<file path="src/hdl/clock_startup_pkg.sv">
// Operation
// - Crystal: wake waits 1K or 32K cycles; reset adds 14CK, +4ms, +65ms.
// - RC oscillator runs at nominal 8.0MHz by default before user trim.
// - Programmed divide-by-eight fuse divides the clock by 8; shipped so.
// - Source code 0010 selects the internal RC oscillator; shipped so.
// - Every reset copies the factory trim value into the trim register.
// - Software writes to the trim register retune the RC oscillator.
// - Watchdog oscillator keeps running for watchdog and reset time-out.
// - RC: wake waits 6 cycles; reset adds 14CK, +4ms, +65ms; 10 shipped.
// - Source code 0011 selects the 128kHz internal oscillator.
// - 128kHz: wake waits 6 cycles; reset adds 14CK, +4ms or +65ms.
package clock_startup_pkg;

	// Register indices; byte address is four times the index.
	localparam logic [7:0] TRIM_IDX = 8'h66;
	localparam logic [7:0] STATUS_IDX = 8'h67;
	localparam logic [7:0] CONTROL_IDX = 8'h68;
	localparam int CTRL_SLEEP_BIT = 0;

	// Source select codes and start-up time codes.
	localparam logic [3:0] SEL_RC = 4'h2;
	localparam logic [3:0] SEL_LP = 4'h3;
	localparam logic [2:0] SEL_LF_HI = 3'h2;
	localparam logic [1:0] SUT_BOD = 2'h0;
	localparam logic [1:0] SUT_FAST = 2'h1;
	localparam logic [1:0] SUT_SLOW = 2'h2;
	localparam logic [1:0] SUT_RSVD = 2'h3;

	// Factory fuse values; a fuse bit of 0 means programmed.
	localparam logic [3:0] SEL_RESET = 4'h2;
	localparam logic [1:0] SUT_RESET = 2'h2;
	localparam logic DIV8_PROGRAMMED = 1'b0;

	// Start-up counts in source cycles.
	localparam logic [15:0] RESET_CK = 16'h000e;
	localparam logic [15:0] WAKE_LF_SHORT = 16'h0400;
	localparam logic [15:0] WAKE_LF_LONG = 16'h8000;
	localparam logic [15:0] WAKE_INTERNAL = 16'h0006;
	localparam logic [2:0] DIV8_LAST = 3'h7;

	// Reset delays, timed in watchdog oscillator cycles.
	localparam int WDT_OSC_HZ = 128000;
	localparam int DELAY_SHORT_MS = 4;
	localparam int DELAY_LONG_MS = 65;
	localparam int SHORT_TICKS = DELAY_SHORT_MS * WDT_OSC_HZ / 1000;
	localparam int LONG_TICKS = DELAY_LONG_MS * WDT_OSC_HZ / 1000;

	// Nominal RC frequency reached by the factory trim value.
	localparam int RC_NOMINAL_HZ = 8000000;

	typedef enum logic [2:0] {
		ST_RST_CK,
		ST_RST_MS,
		ST_RUN,
		ST_SLEEP,
		ST_WAKE,
		ST_FAULT
	} phase_t;

	typedef enum logic [1:0] {
		SRC_NONE,
		SRC_RC,
		SRC_LP,
		SRC_LF
	} source_t;

	typedef struct packed {
		logic [3:0] source_sel;
		logic [1:0] startup;
		logic div8;
	} fuse_t;

	typedef struct packed {
		logic [9:0] address;
		logic read;
		logic write;
		logic [3:0] byteenable;
		logic [31:0] writedata;
	} avalon_req_t;

	typedef struct packed {
		logic [31:0] readdata;
		logic waitrequest;
	} avalon_rsp_t;

	typedef struct packed {
		logic rc_en;
		logic lp_en;
		logic lf_en;
		logic wdt_en;
		logic gate;
		logic tick;
		logic [7:0] trim;
	} osc_ctl_t;

endpackage : clock_startup_pkg

</file>
<file path="src/hdl/clock_source_startup_select.sv">
`timescale 1ns/1ns
`default_nettype none
module clock_source_startup_select
	import clock_startup_pkg::*;
#(
	parameter int SHORT_DELAY_TICKS = SHORT_TICKS,
	parameter int LONG_DELAY_TICKS = LONG_TICKS
) (
	// Clock and reset.
	input wire logic mclk,
	input wire logic rst_n,
	// Fuses and factory trim, read during reset.
	input wire fuse_t fuses,
	input wire logic [7:0] factory_trim,
	// One pulse per selected source cycle and per watchdog cycle.
	input wire logic src_tick,
	input wire logic wdt_tick,
	// Wake event from power-down or power-save.
	input wire logic wake_event,
	// Avalon-MM slave.
	input wire avalon_req_t bus_req,
	output avalon_rsp_t bus_rsp,
	// Oscillator controls and gated system clock.
	output osc_ctl_t osc
);

	typedef struct packed {
		phase_t phase;
		fuse_t fuse;
		logic [15:0] count;
		logic [15:0] ms_count;
		logic [2:0] div_cnt;
		logic sleep_req;
		avalon_rsp_t rsp;
		osc_ctl_t osc;
	} state_t;

	state_t st_reg;
	state_t st_next;

	// Maps the source select code onto a source.
	function automatic source_t decode_source(input logic [3:0] sel);
		source_t s;
		s = SRC_NONE;
		if (sel == SEL_RC) begin
			s = SRC_RC;
		end else if (sel == SEL_LP) begin
			s = SRC_LP;
		end else if (sel[3:1] == SEL_LF_HI) begin
			s = SRC_LF;
		end
		return s;
	endfunction : decode_source

	// Cycles to wait after power-down or power-save.
	function automatic logic [15:0] wake_count(input fuse_t f);
		logic [15:0] c;
		c = WAKE_INTERNAL;
		if (decode_source(f.source_sel) == SRC_LF) begin
			c = f.source_sel[0] ? WAKE_LF_LONG : WAKE_LF_SHORT;
		end
		return c;
	endfunction : wake_count

	// Watchdog cycles of extra reset delay for a start-up code.
	function automatic logic [15:0] ms_count(input logic [1:0] startup_time_fuses);
		logic [15:0] c;
		c = 16'h0000;
		if (startup_time_fuses == SUT_FAST) begin
			c = SHORT_DELAY_TICKS[15:0];
		end else if (startup_time_fuses == SUT_SLOW) begin
			c = LONG_DELAY_TICKS[15:0];
		end
		return c;
	endfunction : ms_count

	// True when the bus address hits the given register index.
	function automatic logic hit(input logic [9:0] a, input logic [7:0] idx);
		return (a[9:2] == idx) && (a[1:0] == 2'b00);
	endfunction : hit

	source_t src;
	logic req;
	logic [31:0] rd_value;

	assign src = decode_source(st_reg.fuse.source_sel);
	assign req = bus_req.read || bus_req.write;

	// Read data mux; unmapped addresses read as zero.
	always_comb begin
		rd_value = 32'h0000_0000;
		if (hit(bus_req.address, TRIM_IDX)) begin
			rd_value[7:0] = st_reg.osc.trim;
		end else if (hit(bus_req.address, STATUS_IDX)) begin
			rd_value[2:0] = st_reg.phase;
			rd_value[5:4] = src;
			rd_value[8] = (st_reg.phase == ST_FAULT);
			rd_value[9] = (st_reg.fuse.div8 == DIV8_PROGRAMMED);
			rd_value[10] = st_reg.osc.gate;
			rd_value[15:12] = st_reg.fuse.source_sel;
			rd_value[17:16] = st_reg.fuse.startup;
		end else if (hit(bus_req.address, CONTROL_IDX)) begin
			rd_value[CTRL_SLEEP_BIT] = st_reg.sleep_req;
		end
	end

	// Next state: start-up sequencing, clock division and bus access.
	always_comb begin
		st_next = st_reg;
		st_next.osc.tick = 1'b0;
		case (st_reg.phase)
			ST_RST_CK: begin
				// Reserved start-up code or unknown source stops the clock.
				if (src == SRC_NONE || st_reg.fuse.startup == SUT_RSVD) begin
					st_next.phase = ST_FAULT;
				end else if (src_tick) begin
					if (st_reg.count == 16'h0001) begin
						if (st_reg.fuse.startup == SUT_BOD) begin
							st_next.phase = ST_RUN;
						end else begin
							st_next.phase = ST_RST_MS;
						end
						st_next.ms_count = ms_count(st_reg.fuse.startup);
					end else begin
						st_next.count = st_reg.count - 16'h0001;
					end
				end
			end
			ST_RST_MS: begin
				// Millisecond part is timed on the watchdog oscillator.
				if (wdt_tick) begin
					if (st_reg.ms_count <= 16'h0001) begin
						st_next.phase = ST_RUN;
					end else begin
						st_next.ms_count = st_reg.ms_count - 16'h0001;
					end
				end
			end
			ST_RUN: begin
				if (st_reg.sleep_req) begin
					st_next.phase = ST_SLEEP;
					st_next.sleep_req = 1'b0;
				end else if (src_tick) begin
					if (st_reg.fuse.div8 == DIV8_PROGRAMMED) begin
						st_next.div_cnt = st_reg.div_cnt + 3'h1;
						st_next.osc.tick = (st_reg.div_cnt == DIV8_LAST);
					end else begin
						st_next.osc.tick = 1'b1;
					end
				end
			end
			ST_SLEEP: begin
				if (wake_event) begin
					st_next.phase = ST_WAKE;
					st_next.count = wake_count(st_reg.fuse);
				end
			end
			ST_WAKE: begin
				// Count cycles of the restarted source before ungating.
				if (src_tick) begin
					if (st_reg.count == 16'h0001) begin
						st_next.phase = ST_RUN;
						st_next.div_cnt = 3'h0;
					end else begin
						st_next.count = st_reg.count - 16'h0001;
					end
				end
			end
			default: begin
				st_next.phase = ST_FAULT;
			end
		endcase

		// Source oscillator enables follow the source; sleep stops it; watchdog stays on.
		st_next.osc.gate = (st_next.phase == ST_RUN);
		st_next.osc.rc_en = (src == SRC_RC) && (st_next.phase != ST_SLEEP);
		st_next.osc.lp_en = (src == SRC_LP) && (st_next.phase != ST_SLEEP);
		st_next.osc.lf_en = (src == SRC_LF) && (st_next.phase != ST_SLEEP);
		st_next.osc.wdt_en = 1'b1;

		// Bus: one wait cycle, then the access completes.
		if (req && st_reg.rsp.waitrequest) begin
			st_next.rsp.waitrequest = 1'b0;
			st_next.rsp.readdata = bus_req.read ? rd_value : 32'h0000_0000;
		end else begin
			st_next.rsp.waitrequest = 1'b1;
		end
		if (bus_req.write && !st_reg.rsp.waitrequest) begin
			if (hit(bus_req.address, TRIM_IDX) && bus_req.byteenable[0]) begin
				st_next.osc.trim = bus_req.writedata[7:0];
			end else if (hit(bus_req.address, CONTROL_IDX)
				&& bus_req.byteenable[0]) begin
				// A request written as sleep is taken still stands.
				st_next.sleep_req = st_next.sleep_req
					| bus_req.writedata[CTRL_SLEEP_BIT];
			end
		end

		// Reset: latch fuses, load factory trim, restart the delay.
		if (!rst_n) begin
			st_next.phase = ST_RST_CK;
			st_next.fuse = fuses;
			st_next.count = RESET_CK;
			st_next.ms_count = 16'h0000;
			st_next.div_cnt = 3'h0;
			st_next.sleep_req = 1'b0;
			st_next.rsp.readdata = 32'h0000_0000;
			st_next.rsp.waitrequest = 1'b1;
			st_next.osc.trim = factory_trim;
			st_next.osc.gate = 1'b0;
			st_next.osc.tick = 1'b0;
			st_next.osc.rc_en = (decode_source(fuses.source_sel) == SRC_RC);
			st_next.osc.lp_en = (decode_source(fuses.source_sel) == SRC_LP);
			st_next.osc.lf_en = (decode_source(fuses.source_sel) == SRC_LF);
			st_next.osc.wdt_en = 1'b1;
		end
	end

	// State register.
	always_ff @(posedge mclk) begin
		st_reg <= st_next;
	end

	// Outputs straight from the state register.
	assign bus_rsp = st_reg.rsp;
	assign osc = st_reg.osc;

endmodule : clock_source_startup_select
`default_nettype wire

</file>
<file path="config.mk">
export PLATFORM = sky130hd
export DESIGN_NAME = clock_source_startup_select
export DESIGN_NICKNAME = d
export VERILOG_FILES = /design/src/hdl/clock_startup_pkg.sv /design/src/hdl/clock_source_startup_select.sv
export SDC_FILE = /design/constraint.sdc
export NUM_CORES = 1
export LEC_CHECK = 0
export BUFFER_PORTS_ARGS = -buffer_cell sky130_fd_sc_hd__buf_2
export CAP_MARGIN = 20
export CORE_MARGIN = 2
export CORE_UTILIZATION = 45
export CTS_CLUSTER_DIAMETER = 30
export DETAILED_ROUTE_END_ITERATION = 16
export GPL_TIMING_DRIVEN = 0
export HOLD_SLACK_MARGIN = 0.02
export PLACE_DENSITY_LB_ADDON = 0.05
export SYNTH_ARGS = -nofsm -noshare
export SYNTH_HDL_FRONTEND = slang
export SYNTH_SLANG_ARGS = --single-unit
</file>
<file path="constraint.sdc">
create_clock -name mclk -period 1.9 [get_ports mclk]
set_input_delay 0.38 -clock mclk [delete_from_list [all_inputs] [get_ports mclk]]
set_output_delay 0.38 -clock mclk [all_outputs]
set_load 0.05 [all_outputs]
</file>
==> summary.md, run 1 <==
| Metric | Value |
|---|---|
| RD Place Congestion | 0.907 |
| # port buffers | 70 |
| Post-synth ARST share | 0% |
| Area grow syn2layout | 32.6% |
| Drc violations | 0 |
| CTS tree | done |
| CP Buf/Inv Count | 3 |
| Largest register FFs | 46 |
| Worst-Margin Slew | 0.805 ns |
| Synth top area share | 29.7% |
| Slew Viols, Final | 0 |
| Die ar. | 10100 µm² |
| Post-synth top area cell | dfxtp_1 |
| Static leakage | 0.00226 µW |
| Crit share post-route | 116% |
| Total global-route track usage | 21.5% |
| CTS Sinks | 77 |
| Highest net fanout along the worst path | 6 |
| Ys Warns | 0 |
| Std-Cell Rows | 35 |
| CTS H-tree depth | 3 |
| Maximum clock rate | 455 MHz |
| Routed Wire Length | 11000 µm |
| Synth top area cells | dfxtp_1 30%, edfxtp_1 11%, buf_4 8.4% |
| Root buffer cell | clkbuf_8 |
| Antenna Nets Post-Route | 0 |
| Critical-path top delay cell | or4_4 |
| Largest net degree at the start of global routing | 17 |
| Num CTS Buffers | 9 |
| Clk buf depth | 2 |
| Cells after synthesis | 465 |
| I/O pin count | 115 |
| Dpl hpwl | 7650 µm |
| Die Ht | 100 µm |
| Initial antenna violation count | 0 |
| Failing checks | setup timing |
| Cell area power density | 1070 nW/µm² |
| First-pass GRT wire length | 17000 µm |
| Fill count | 817 |
| Arrival time worst endpoint | 2.44 ns |
| Setup-failing EPs final | 41 |
| Tot Pwr | 5920 µW |
| Sequential area share after synthesis | 40.5% |
| Data required time of the critical path | 2.14 ns |
| Top-count cell post-synth | dfxtp_1 |
| Vias after detailed routing | 3779 |
| Startpoint types | register |
| Fin crit period | 2.20 ns |
| Worst setup EP type | register |
| Pre-CTS setup slack | -0.503 ns |
| Commonest cells in the netlist | 62 x dfxtp_1, 56 x nor2_1, 47 x buf_4, 33 x nand2_1, 27 x a21oi_1 |
| Vias per inst | 5.37 |
| VDD IR max | 0.695 mV |
| GRT Residual Overflow | 0 |
| Mapped Avg Cell Area | 8.99 µm² |
| Worst-path clk slew | 0.09 ns |
| Synthesized area | 4180 µm² |
| Fin nets | 662 |
| Yosys reg bits | 77 |
| Final hold violations | 0 |
| Hold-fix buffers, CTS | 0 |
| Delay-heaviest family, CP | simple AND/OR/NAND/NOR gates |
| Worst-path cell chain | or4_4 > nor4_4 > buf_6 > o31a_1 > buf_6 > buf_12 > a211oi_2 > a211o_1 |
| Antenna cell count | 0 |
| EDFF count, synth | 15 |
| Slowest stage delay, CP | 0.56 ns |
| Share of layout cells above drive strength 1 | 43.2% |
| Crit Path Class | register to register |
| Die Wd | 100 µm |
| Outcome | finished, violations left |
| Min Hold Slack | 0.194 ns |
| Worst slew margin | 46.3% |
| Min-Delay Path Class | primary input to register |
| Unrepaired setup endpoints after global routing | true |
| Detailed Route Iter0 Violations | 234 |
| Clock skew | 0.0173 ns |
| Initial core utilization | 45.9% |
| Final worst-path setup slack | -0.296 ns |
| Clk Latency, worst-skew pair | 0.36 ns |
| Drt pass-1 iters | 5 |
| Vias in the first global route | 3547 |
| Core ar. | 9110 µm² |
| Most used cell, CP | buf_6 |
| Most used DFF post-synth | dfxtp_1 |
| Unique masters post-synth | 74 |
| Max-Cap Viols | 0 |
| Drt wl/cell | 15.6 µm |
placed cells by master (no fill, tap or decap), types with 6 or more instances in the layout:
cell type	n
buf_4	73
buf_2	70
dfxtp_1	51
nor2_1	49
nand2_1	31
a21oi_1	22
conb_1	16
edfxtp_1	15
nor3_1	13
nand3_1	13
a22oi_1	13
inv_1	12
xnor2_1	12
clkbuf_1	10
clkbuf_8	9
mux2_2	8
dfxtp_2	8
or4_4	6
o21ai_0	6
area by class of cell:
| type | instances | area [µm²] | share of cell area (%) |
|---|---|---|---|
| Clock buffer | 10 | 128 | 2.30 |
| Sequential cell | 77 | 1710 | 30.9 |
| Tap cell | 111 | 139 | 2.50 |
| Clock inverter | 6 | 88.8 | 1.60 |
| Buffer | 64 | 454 | 8.19 |
| Inverter | 14 | 52.6 | 0.947 |
| Timing Repair Buffer | 98 | 581 | 10.5 |
| Multi-Input combinational cell | 324 | 2390 | 43.1 |
cell families after synthesis:
logic type	after synthesis	synth area share (%)
xor+xnor	16	3.35
simple gates	182	23.6
flops	77	40.5
compound gates	94	16.3
other cells	2	0.180
fa+ha+maj	6	1.80
buf+inv	79	11.9
mux	9	2.39
worst reg2reg max path: cells and delay by family (launching register included):
family,cells,cell delay (ns)
AND/OR/NAND/NOR,2,0.86
AO/OA/AOI/OAI,3,0.49
buffers and inverters,3,0.41
flip-flops,1,0.33
path summary, 6_finish.rpt:
path                            slack [ns]        from  cells past startpoint          to
worst max-delay path                 -0.30  st_reg[78]                      8  st_reg[68]
worst max register to register       -0.30  st_reg[78]                      8  st_reg[68]
worst min-delay path                  0.19    fuses[0]                      1  st_reg[83]
worst min register to register        0.45  bus_rsp[9]                      2  bus_rsp[9]
per-layer routing:
metal	part of all wire [%]	vias up	track usage [%]
met5	0	-	0
met4	1.3	0	7.17
met3	3.9	14	4.67
met2	49	88	35.6
met1	46	1813	27.8
li1	-	1864	-
power by group:
group,switching [µW],total [µW],internal [µW],leakage (µW)
sequential,150,1960,1810,0.000652
clock,608,1350,740,0.000102
combinational,1570,2620,1050,0.00150
through the flow:
step | instances | util (%) | TNS (ns) | cell area [µm²]
6_report | 704 | 60.9 | -7.67 | 5550
5_1_grt | 704 | 60.9 | -11.41 | 5550
4_1_cts | 689 | 57.5 | -7.90 | 5240
3_5_place_dp | 660 | 52.1 | -21.83 | 4750
3_3_place_gp | 660 | 52.1 | -19.98 | 4750
2_1_floorplan | 479 | - | -1.58 | 4260
repair_timing:
item / in CTS / in global routing
gates cloned: 1 / 1
buffers inserted: 13 / 15
endpoints found under the setup margin: 58 / 54
pin swaps: 25 / 26
resized for setup: 42 / 42
(Power assumes the default switching activity.)
==> run 2: changes to the inputs <==
--- a/config.mk
+++ b/config.mk
@@ -5,13 +5,12 @@
 export SDC_FILE = /design/constraint.sdc
 export NUM_CORES = 1
 export LEC_CHECK = 0
-export BUFFER_PORTS_ARGS = -buffer_cell sky130_fd_sc_hd__buf_2
+export BUFFER_PORTS_ARGS = -buffer_cell sky130_fd_sc_hd__buf_4
 export CAP_MARGIN = 20
 export CORE_MARGIN = 2
 export CORE_UTILIZATION = 45
 export CTS_CLUSTER_DIAMETER = 30
 export DETAILED_ROUTE_END_ITERATION = 16
-export GPL_TIMING_DRIVEN = 0
 export HOLD_SLACK_MARGIN = 0.02
 export PLACE_DENSITY_LB_ADDON = 0.05
 export SYNTH_ARGS = -nofsm -noshare
==> summary.md, run 2 (synthesis gave the netlist of run 1 again) <==
| Metric | Value |
|---|---|
| Die ar. | 10100 µm² (unchanged) |
| Setup-failing EPs final | 39 (-4.9%) |
| Drt pass-1 iters | 4 (-1) |
| RD Place Congestion | 0.895 (-1.3%) |
| Worst-Margin Slew | 0.644 ns (-0.161 ns) |
| Crit share post-route | 113% (-2.7 points) |
| Startpoint types | register |
| GRT Residual Overflow | 0 (unchanged) |
| Largest register FFs | 46 (unchanged) |
| Initial core utilization | 45.9% (unchanged) |
| Arrival time worst endpoint | 2.39 ns (-0.05 ns) |
| Min-Delay Path Class | primary input to register |
| Fin nets | 658 (-0.60%) |
| Worst-path clk slew | 0.10 ns (about the same) |
| Commonest cells after routing, fill and taps aside | 152 x buf_4, 58 x dfxtp_1, 54 x nor2_1 |
| Vias after detailed routing | 3729 (-1.3%) |
| Crit Path Class | register to register |
| Static leakage | 0.00227 µW (+0.48%) |
| Outcome | finished, violations left |
| Std-Cell Rows | 35 (unchanged) |
| Final hold violations | 0 (unchanged) |
| Num CTS Buffers | 9 (unchanged) |
| Routed Wire Length | 10800 µm (-1.5%) |
| Largest net degree at the start of global routing | 25 (+8) |
| Dpl hpwl | 7800 µm (+2.0%) |
| VDD IR max | 0.744 mV (+7.0%) |
| Commonest non-fill, non-tap cell in the layout | buf_4 |
| Final worst-path setup slack | -0.244 ns (+0.0518 ns) |
| Fin crit period | 2.14 ns (-0.0518 ns) |
| Pre-CTS setup slack | -0.310 ns (+0.193 ns) |
| Area grow syn2layout | 34.2% |
| Initial antenna violation count | 0 (unchanged) |
| Die Wd | 100 µm (unchanged) |
| Total global-route track usage | 22.3% (+0.81 points) |
| Cell area power density | 1070 nW/µm² (+0.52%) |
| Antenna Nets Post-Route | 0 (unchanged) |
| Clk buf depth | 2 (unchanged) |
| Root buffer cell | clkbuf_8 |
| CTS tree | done |
| Failing checks | setup timing |
| Vias in the first global route | 3748 (+5.7%) |
| Sum Neg Setup Slack | -7.10 ns (+0.576 ns) |
| Data required time of the critical path | 2.15 ns (about the same) |
| Share of layout cells above drive strength 1 | 40.9% (-2.3 points) |
| Die Ht | 100 µm (unchanged) |
| Slew Viols, Final | 0 (unchanged) |
| CTS H-tree depth | 3 (unchanged) |
| Max-Cap Viols | 0 (unchanged) |
| Detailed Route Iter0 Violations | 235 (+0.43%) |
| Worst slew margin | 56.7% (+10 points) |
| # port buffers | 71 (+1.4%) |
| CTS Sinks | 77 (unchanged) |
| Clock skew | 0.0113 ns (-0.00593 ns) |
| Worst setup EP type | register |
| Core ar. | 9110 µm² (unchanged) |
| Maximum clock rate | 466 MHz (+2.4%) |
| Drc violations | 0 (unchanged) |
| Unrepaired setup endpoints after global routing | true |
| First-pass GRT wire length | 18000 µm (+5.7%) |
| I/O pin count | 115 (unchanged) |
| Clk Latency, worst-skew pair | 0.37 ns (about the same) |
| Drt wl/cell | 15.5 µm (-0.91%) |
| Vias per inst | 5.33 (-0.76%) |
| Antenna cell count | 0 (unchanged) |
| Highest net fanout along the worst path | 13 (+7) |
| Post-layout util | 61.6% (+0.71 points) |
==> run 2: cell count changes in the layout (fill, tap and decap cells not counted), sizes merged <==
cell      change
buf           +9
bufinv        -2
clkbuf       -14
clkinv        +2
clkinvlp      -1
inv           +2
==> run 2: through the flow <==
step	power [µW]	area (µm²)	instances	hold WS, ns
finish	6020	5610	700	0.187
global route	6410	5610	700	0.166
CTS	5860	5470	697	0.176
detailed placement	4400	5060	670	0.454
global placement	4380	5060	670	0.445
floorplan	3430	4260	479	0.432
==> run 2: final cells by class <==
class                      count  area, µm²
timing repair buffer         158       1240
fill                         778       3500
tap                          111        139
multi-input combinational    324       2300
clock inverter                 7       58.8
sequential                    77       1700
clock buffer                   9        124
inverter                      14       52.6
==> run 2: final timing paths <==
check / slack (ns) / start / depth (start not counted) / endpoint
max: -0.24 / st_reg[78] / 9 / st_reg[81]
min reg2reg: 0.47 / st_reg[50] / 2 / st_reg[50]
max reg2reg: -0.24 / st_reg[78] / 9 / st_reg[81]
min: 0.19 / fuses[1] / 1 / st_reg[84]
==> run 2: power by group <==
part / internal [µW] / switching (µW)
clock network: 492 / 703
registers: 1810 / 155
logic: 1310 / 1560
==> run 2: worst max-delay path, stage by stage (launching register included) <==
cell and delay, ns:
dfxtp_1 0.32, or4_4 0.58, nor4_4 0.28, buf_4 0.18, o31a_1 0.18, buf_12 0.14
buf_4 0.12, nor3_1 0.05, xnor2_1 0.13, nor2_1 0.05
==> run 2: metal layers <==
| metal | up-vias | GRT usage [%] | wire [µm] | part of all wire [%] |
|---|---|---|---|---|
| li1 | 1860 | - | - | - |
| met1 | 1765 | 30.2 | 5020 | 46 |
| met2 | 89 | 36.3 | 5210 | 48 |
| met3 | 15 | 3.62 | 442 | 4.1 |
| met4 | 0 | 7.48 | 164 | 1.5 |
| met5 | - | 0 | 0 | 0 |
==> run 2: what timing repair did <==
action | 4_1_cts | 5_1_grt
pin swaps | 19 | 14
buffers inserted | 10 | 3
endpoints found under the setup margin | 42 | 42
gates resized for setup | 24 | 21
hold buffers | 0 | 0
gates cloned | 1 | 0
